$ cat src/shared/i2c_state_regs.svh
// Register offsets, field positions and constants of the bus state tracker.
`ifndef I2C_STATE_REGS_SVH
`define I2C_STATE_REGS_SVH

`define BUS_STATE_OFFSET 12'hf55
`define IRQ_STATUS_OFFSET 12'hf56
`define IRQ_MASK_OFFSET 12'hf57

`define BUS_STATE_RESET 8'h02
`define IRQ_STATUS_RESET 3'h0
`define IRQ_MASK_RESET 3'h0

`define FLD_ACK_VALID 7
`define FLD_ACK 6
`define FLD_ADDR_PHASE 5
`define FLD_DATA_PHASE 4
`define FLD_TEN_BIT 3
`define FLD_RESTART 2
`define FLD_SCL_DRIVE 1
`define FLD_BUSY 0

`define IRQ_STOP_RESTART 0
`define IRQ_ACK_VALID 1
`define IRQ_ADDR_DONE 2
`define IRQ_WIDTH 3

`define TEN_BIT_PREFIX 5'h1e
`define ACK_BIT_INDEX 4'h8

`endif

$ cat src/shared/i2c_state_pkg.sv
// Types shared by the bus state tracker.
package i2c_state_pkg;

  typedef enum logic [1:0] {
    PHASE_IDLE = 2'b00,
    PHASE_ADDR = 2'b01,
    PHASE_ADDR2 = 2'b10,
    PHASE_DATA = 2'b11
  } bus_phase_t;

endpackage : i2c_state_pkg

$ cat src/verilog/i2c_bus_state_tracker.sv
// Bus state tracker of an I2C controller with its state, interrupt status and mask registers.
`timescale 1ns/1ns
`include "i2c_state_regs.svh"

// What this block does
// - While the device sends a byte, the ack valid flag rises once the ack bit of that byte has been sampled.
// - The ack valid flag drops when the next byte starts or when a stop or restart ends the transfer.
// - As master, a start request with an address whose top five bits are the ten-bit prefix sets the ten-bit flag.
// - The ten-bit flag clears once the whole address has been sent on the bus.
// - Every stop or restart event updates the restart indicator, zero for stop and one for restart.
// - The clock drive bit shows the level driven onto the clock line and resets to one.
// - The busy bit is one while a transaction runs on the bus and zero when the bus is idle.

module i2c_bus_state_tracker (
  input wire logic ref_clk,
  input wire logic srst,
  input wire logic scl_in,
  input wire logic sda_in,
  input wire logic scl_drive,
  input wire logic master_mode,
  input wire logic sending,
  input wire logic start_request,
  input wire logic [7:0] address_byte,
  input wire logic [11:0] reg_addr,
  input wire logic [7:0] reg_wdata,
  input wire logic reg_wr,
  input wire logic reg_rd,
  output logic [7:0] reg_rdata,
  output logic irq
);

  logic scl_meta;
  logic scl_sync;
  logic scl_prev;
  logic sda_meta;
  logic sda_sync;
  logic sda_prev;

  logic scl_rise;
  logic start_seen;
  logic stop_seen;
  logic ack_slot;
  logic byte_first_bit;

  logic [3:0] bit_cnt;
  logic [7:0] shift_byte;
  i2c_state_pkg::bus_phase_t phase;
  i2c_state_pkg::bus_phase_t next_phase;
  logic addr_done;

  logic busy;
  logic ack_valid;
  logic ack_level;
  logic ten_bit;
  logic restart_ind;
  logic clock_drive_level;

  logic [`IRQ_WIDTH-1:0] irq_status;
  logic [`IRQ_WIDTH-1:0] irq_mask;
  logic [`IRQ_WIDTH-1:0] irq_events;
  logic [7:0] bus_state;
  logic status_write;
  logic mask_write;

  // Pins arrive from the bus and are synchronised before anything looks at them.
  always_ff @(posedge ref_clk) begin
    if (srst) begin
      scl_meta <= 1'b1;
      scl_sync <= 1'b1;
      sda_meta <= 1'b1;
      sda_sync <= 1'b1;
    end else begin
      scl_meta <= scl_in;
      scl_sync <= scl_meta;
      sda_meta <= sda_in;
      sda_sync <= sda_meta;
    end
  end

  always_ff @(posedge ref_clk) begin
    if (srst) begin
      scl_prev <= 1'b1;
      sda_prev <= 1'b1;
    end else begin
      scl_prev <= scl_sync;
      sda_prev <= sda_sync;
    end
  end

  // Start and stop are sda edges while scl stays high on both samples.
  always_comb begin
    scl_rise = scl_sync & ~scl_prev;
    start_seen = scl_sync & scl_prev & sda_prev & ~sda_sync;
    stop_seen = scl_sync & scl_prev & ~sda_prev & sda_sync;
    ack_slot = busy & scl_rise & (bit_cnt == `ACK_BIT_INDEX);
    byte_first_bit = busy & scl_rise & (bit_cnt == 4'h0);
  end

  // Bit counter and shift register of the byte on the bus.
  always_ff @(posedge ref_clk) begin
    if (srst) begin
      bit_cnt <= 4'h0;
      shift_byte <= 8'h00;
    end else if (start_seen || stop_seen) begin
      bit_cnt <= 4'h0;
    end else if (busy && scl_rise) begin
      if (bit_cnt == `ACK_BIT_INDEX) begin
        bit_cnt <= 4'h0;
      end else begin
        bit_cnt <= bit_cnt + 4'h1;
        shift_byte <= {shift_byte[6:0], sda_sync};
      end
    end
  end

  // A start seen while busy is a restart, so busy simply stays set through it.
  always_ff @(posedge ref_clk) begin
    if (srst) begin
      busy <= 1'b0;
    end else if (start_seen) begin
      busy <= 1'b1;
    end else if (stop_seen) begin
      busy <= 1'b0;
    end
  end

  // A first address byte with the ten-bit prefix and a write direction is followed by a second one.
  always_comb begin
    next_phase = phase;
    addr_done = 1'b0;
    if (start_seen) begin
      next_phase = i2c_state_pkg::PHASE_ADDR;
    end else if (stop_seen) begin
      next_phase = i2c_state_pkg::PHASE_IDLE;
    end else if (ack_slot) begin
      case (phase)
        i2c_state_pkg::PHASE_ADDR: begin
          if (shift_byte[7:3] == `TEN_BIT_PREFIX && !shift_byte[0]) begin
            next_phase = i2c_state_pkg::PHASE_ADDR2;
          end else begin
            next_phase = i2c_state_pkg::PHASE_DATA;
            addr_done = 1'b1;
          end
        end
        i2c_state_pkg::PHASE_ADDR2: begin
          next_phase = i2c_state_pkg::PHASE_DATA;
          addr_done = 1'b1;
        end
        default: begin
          next_phase = phase;
        end
      endcase
    end
  end

  always_ff @(posedge ref_clk) begin
    if (srst) begin
      phase <= i2c_state_pkg::PHASE_IDLE;
    end else begin
      phase <= next_phase;
    end
  end

  // The ack flag is cleared at the first bit of the next byte, which never meets an ack slot.
  always_ff @(posedge ref_clk) begin
    if (srst) begin
      ack_valid <= 1'b0;
    end else if (ack_slot && sending) begin
      ack_valid <= 1'b1;
    end else if (byte_first_bit || start_seen || stop_seen) begin
      ack_valid <= 1'b0;
    end
  end

  // The ack bit keeps the raw line level, so a zero means the byte was acknowledged.
  always_ff @(posedge ref_clk) begin
    if (srst) begin
      ack_level <= 1'b0;
    end else if (ack_slot) begin
      ack_level <= sda_sync;
    end else if (start_seen && !busy) begin
      ack_level <= 1'b0;
    end
  end

  // A restart within one transaction keeps the flag, since the address still has to go out.
  always_ff @(posedge ref_clk) begin
    if (srst) begin
      ten_bit <= 1'b0;
    end else if (master_mode && start_request && address_byte[7:3] == `TEN_BIT_PREFIX) begin
      ten_bit <= 1'b1;
    end else if (addr_done) begin
      ten_bit <= 1'b0;
    end
  end

  always_ff @(posedge ref_clk) begin
    if (srst) begin
      restart_ind <= 1'b0;
    end else if (stop_seen) begin
      restart_ind <= 1'b0;
    end else if (start_seen && busy) begin
      restart_ind <= 1'b1;
    end
  end

  // The drive level comes from logic on this clock, so it needs no synchroniser.
  always_ff @(posedge ref_clk) begin
    if (srst) begin
      clock_drive_level <= 1'b1;
    end else begin
      clock_drive_level <= scl_drive;
    end
  end

  always_comb begin
    bus_state = `BUS_STATE_RESET;
    bus_state[`FLD_ACK_VALID] = ack_valid;
    bus_state[`FLD_ACK] = ack_level;
    bus_state[`FLD_ADDR_PHASE] = (phase == i2c_state_pkg::PHASE_ADDR) || (phase == i2c_state_pkg::PHASE_ADDR2);
    bus_state[`FLD_DATA_PHASE] = (phase == i2c_state_pkg::PHASE_DATA);
    bus_state[`FLD_TEN_BIT] = ten_bit;
    bus_state[`FLD_RESTART] = restart_ind;
    bus_state[`FLD_SCL_DRIVE] = clock_drive_level;
    bus_state[`FLD_BUSY] = busy;
  end

  // Events that feed the sticky interrupt status.
  always_comb begin
    irq_events = {`IRQ_WIDTH{1'b0}};
    irq_events[`IRQ_STOP_RESTART] = stop_seen || (start_seen && busy);
    irq_events[`IRQ_ACK_VALID] = ack_slot && sending;
    irq_events[`IRQ_ADDR_DONE] = addr_done;
  end

  // Register writes are decoded once, so that status and mask see the same address compare.
  always_comb begin
    status_write = reg_wr && (reg_addr == `IRQ_STATUS_OFFSET);
    mask_write = reg_wr && (reg_addr == `IRQ_MASK_OFFSET);
  end

  // An event in the same cycle as a write-one-to-clear keeps its bit set.
  genvar gi;
  generate
    for (gi = 0; gi < `IRQ_WIDTH; gi = gi + 1) begin : g_status
      always_ff @(posedge ref_clk) begin
        if (srst) begin
          irq_status[gi] <= 1'b0;
        end else if (irq_events[gi]) begin
          irq_status[gi] <= 1'b1;
        end else if (status_write && reg_wdata[gi]) begin
          irq_status[gi] <= 1'b0;
        end
      end
    end
  endgenerate

  always_ff @(posedge ref_clk) begin
    if (srst) begin
      irq_mask <= `IRQ_MASK_RESET;
    end else if (mask_write) begin
      irq_mask <= reg_wdata[`IRQ_WIDTH-1:0];
    end
  end

  // The output lags the status by one cycle so that it comes straight from a flip-flop.
  always_ff @(posedge ref_clk) begin
    if (srst) begin
      irq <= 1'b0;
    end else begin
      irq <= |(irq_status & irq_mask);
    end
  end

  // Unmapped addresses read as zero; the state register ignores writes.
  always_ff @(posedge ref_clk) begin
    if (srst) begin
      reg_rdata <= 8'h00;
    end else if (reg_rd) begin
      case (reg_addr)
        `BUS_STATE_OFFSET: begin
          reg_rdata <= bus_state;
        end
        `IRQ_STATUS_OFFSET: begin
          reg_rdata <= {5'h00, irq_status};
        end
        `IRQ_MASK_OFFSET: begin
          reg_rdata <= {5'h00, irq_mask};
        end
        default: begin
          reg_rdata <= 8'h00;
        end
      endcase
    end else begin
      reg_rdata <= 8'h00;
    end
  end

endmodule : i2c_bus_state_tracker

$ cat config.mk
export PLATFORM = sky130hd
export DESIGN_NAME = i2c_bus_state_tracker
export DESIGN_NICKNAME = d
export VERILOG_FILES = /design/src/shared/i2c_state_pkg.sv /design/src/verilog/i2c_bus_state_tracker.sv
export VERILOG_INCLUDE_DIRS = /design/src /design/src/shared
export SDC_FILE = /design/constraint.sdc
export NUM_CORES = 1
export LEC_CHECK = 0
export BUFFER_PORTS_ARGS = -buffer_cell sky130_fd_sc_hd__buf_2
export CORE_ASPECT_RATIO = 0.8
export CORE_MARGIN = 2
export CORE_UTILIZATION = 33
export CTS_CLUSTER_SIZE = 16
export DETAILED_ROUTE_END_ITERATION = 8
export HOLD_SLACK_MARGIN = 0.12
export PLACE_DENSITY = 0.65
export SLEW_MARGIN = 10
export SYNTH_ARGS = -nofsm -noshare
export SYNTH_HDL_FRONTEND = slang
export SYNTH_SLANG_ARGS = --single-unit
$ cat constraint.sdc
create_clock -name ref_clk -period 1.66 [get_ports ref_clk]
set_input_delay 0.166 -clock ref_clk [delete_from_list [all_inputs] [get_ports ref_clk]]
set_output_delay 0.166 -clock ref_clk [all_outputs]
set_load 0.01 [all_outputs]
==> reports/results.ini <==
[grt]
busiest_layer=met1
met1_usage_pct=18.6
grt-ovfl-total=0
grt_pass1_wl_mm=6.24
grtUsageMet2_pct=18.4
grt_use_total_pct=13.1
grt_max_degree=33
antenna_found_initial=0
grtUsageMet3_pct=4.02
grt_pass1_vias=1401

[job]
maxCapViolCount=0

[synth]
synth_edf_count=0
yosys.area.top_type_share_pct=45.8
syn_area_um2=1790
synth_top_cell_by_area=dfxtp_1
syn-instance-count=200
ys_seq_area_share_pct=45.8
ys_seq_elements=41
synth.distinct_cells=42
postSynthAreaPerCell_um2=8.95
async_flop_share_pct=0
ys_warn_count=0
synth_ff_type=dfxtp_1
synth.most_common_cell=dfxtp_1
synthTopCellsByCount=dfxtp_1, nand2_1, a21oi_1, nand3_1
syn_nets=243
synth_area_leaders=dfxtp_1, a21oi_1, nand3_1

[pwr]
cellPowerDensity_nw_per_um2=825
ir_drop_v=0.000540
p_leak_uw=0.000913
totalPowerFinal_uw=1840

[sta]
min_period_over_period_pct=91.7
slew_viol_final=0
slew_headroom_pct=72.7
worst_slack_ns=0.138
fmax_mhz=657
fin_tns_setup_ns=0
rsz0062_at_grt=false
finalSetupViolations=0
hold_viol_final=0
layout_min_cycle_time_ns=1.52
skew_ns=0.00278
worst_slew_pin_slew_ns=0.405

[clock_tree]
cts_sinks=41
htreeDepth=2
root_buffer=clkbuf_8
cts.clk_slew.worst_paths_ns=0.08
cts_made_buffers=5
post-cts-setup-buffers=0
cts_max_path_buffers=2
cts_tree=done
clk-insertion-delay-late_ns=0.29

[critical_path]
arrival_ns=1.70
ff2ff_setup_slack_ns=0.14
timing.rr.end=bit_cnt[0]
cp-start-kind=register
reg2reg_from=bit_cnt[0]
path_class=register to register
ff2ff_path_depth=6
critPathMaxFanout=10
worstSetupEndpointType=register
critPathRequiredTime_ns=1.84

[routing]
route.detailed.drc=0
vias=1525
wirelength_mm=3.74
dr.pass1.iters=4
drt.antenna.violating_nets=0
vias_per_cell=4.92
drtIter0Drc=54
avgRoutedWirePerCell_um=12.1

[floorplan]
die_y_um=69.9
coreArea_um2=5120
ios=47
die_w_um=86.4
std_cell_rows=23
die-area_um2=6030
initial_core_util_pct=35.0

[finish]
drive_above_1_share_pct=30.2
nets=290
num_antenna_cells=0
fillers=510
syn_to_final_growth_pct=24.8

[min_path]
hold_end=irq_status[1]
min_from=sending
worstHoldPathType=primary input to register
hold_path_depth=3

[placement]
place_congestion=0.834
dp_hpwl_mm=2.80
port_buffers=38
post-place-ws_ns=0.0748

[outcome]
status=finished clean

[flip-flops by register name, indices dropped and copies added (netlist names), 2 cells and up]
signal and count:
reg_rdata 8, irq_status 3, bit_cnt 4, irq_mask 3
phase 2, shift_byte 8
[worst max-delay path by stage]
stage               slack (ns)  cells past startpoint            end        start
finish                    0.14                      6     bit_cnt[0]   bit_cnt[0]
global route              0.02                      6     bit_cnt[0]   bit_cnt[0]
CTS                       0.04                      6        ten_bit     phase[0]
detailed placement        0.07                      6        ten_bit     phase[0]
global placement          0.12                      5    irq_mask[0]  reg_addr[7]
floorplan                 0.17                      7  shift_byte[0]   bit_cnt[0]
[layout by cell type, fill, tap and decap left out, types with 4 or more instances in the layout]
cell	Yosys	routed
buf_2	3	38
or2b_1	6	6
dfxtp_1	41	40
inv_1	8	8
nor2_1	10	10
o21ai_0	10	10
buf_4	0	10
nand4_1	5	5
ha_1	5	4
or2_2	9	9
clkbuf_8	0	7
nand2_1	18	17
a21oi_1	15	15
nand3_1	15	15
[final cells by class]
class / instances / area (um2) / share of cell area (%)
clock inverter: 1 / 5.00 / 0.224
multi-input combinational: 140 / 908 / 40.6
sequential: 41 / 822 / 36.8
clock buffer: 7 / 96.3 / 4.31
inverter: 8 / 30.0 / 1.34
tap: 62 / 77.6 / 3.47
timing repair buffer: 51 / 295 / 13.2
[per-stage QoR]
stage	std cells	hold slack, ns	instance area, um2	util (%)
2_1_floorplan	200	0.270	1790	-
3_3_place_gp	299	0.351	2080	40.6
3_5_place_dp	299	0.352	2080	40.6
4_1_cts	310	0.147	2210	43.2
5_1_grt	310	0.151	2230	43.6
6_report	310	0.159	2230	43.6
[power by group]
group / internal [uW] / total [uW] / switching, uW / leakage [uW]
Sequential: 994 / 1000 / 9.39 / 0.000332
Combinational: 65.4 / 125 / 59.6 / 0.000526
Clock: 376 / 714 / 339 / 0.0000542
Total: 1440 / 1840 / 407 / 0.000913
[per-layer routing]
layer	part of all wire [%]	routed length, um
met1	53	1970
met5	0	0
met3	5.2	194
met2	42	1570
met4	0	0
[cell families (layout without fill, tap and decap cells)]
family / Yosys count / count (layout) / share of synthesized area, %
adder cells (fa/ha/maj): 5 / 5 / 3.49
buffers and inverters: 19 / 67 / 4.61
AO/OA/AOI/OAI: 38 / 38 / 12.7
multiplexers: 6 / 6 / 3.56
AND/OR/NAND/NOR: 87 / 87 / 27.8
flip-flops: 41 / 41 / 45.8
XOR/XNOR: 4 / 4 / 1.96
[timing repair]
item,in CTS,in global routing
hold endpoints to repair,3,0
endpoints found under the setup margin,0,10
hold buffers,3,0
resized for setup,0,4
[worst max-delay path, stage by stage (launching register included)]
cell,delay [ns]
dfxtp_1,0.35
inv_1,0.07
ha_1,0.17
nand3b_1,0.16
buf_4,0.22
o21ai_0,0.35
nor2_1,0.09
Power figures use the tool's default switching activity.
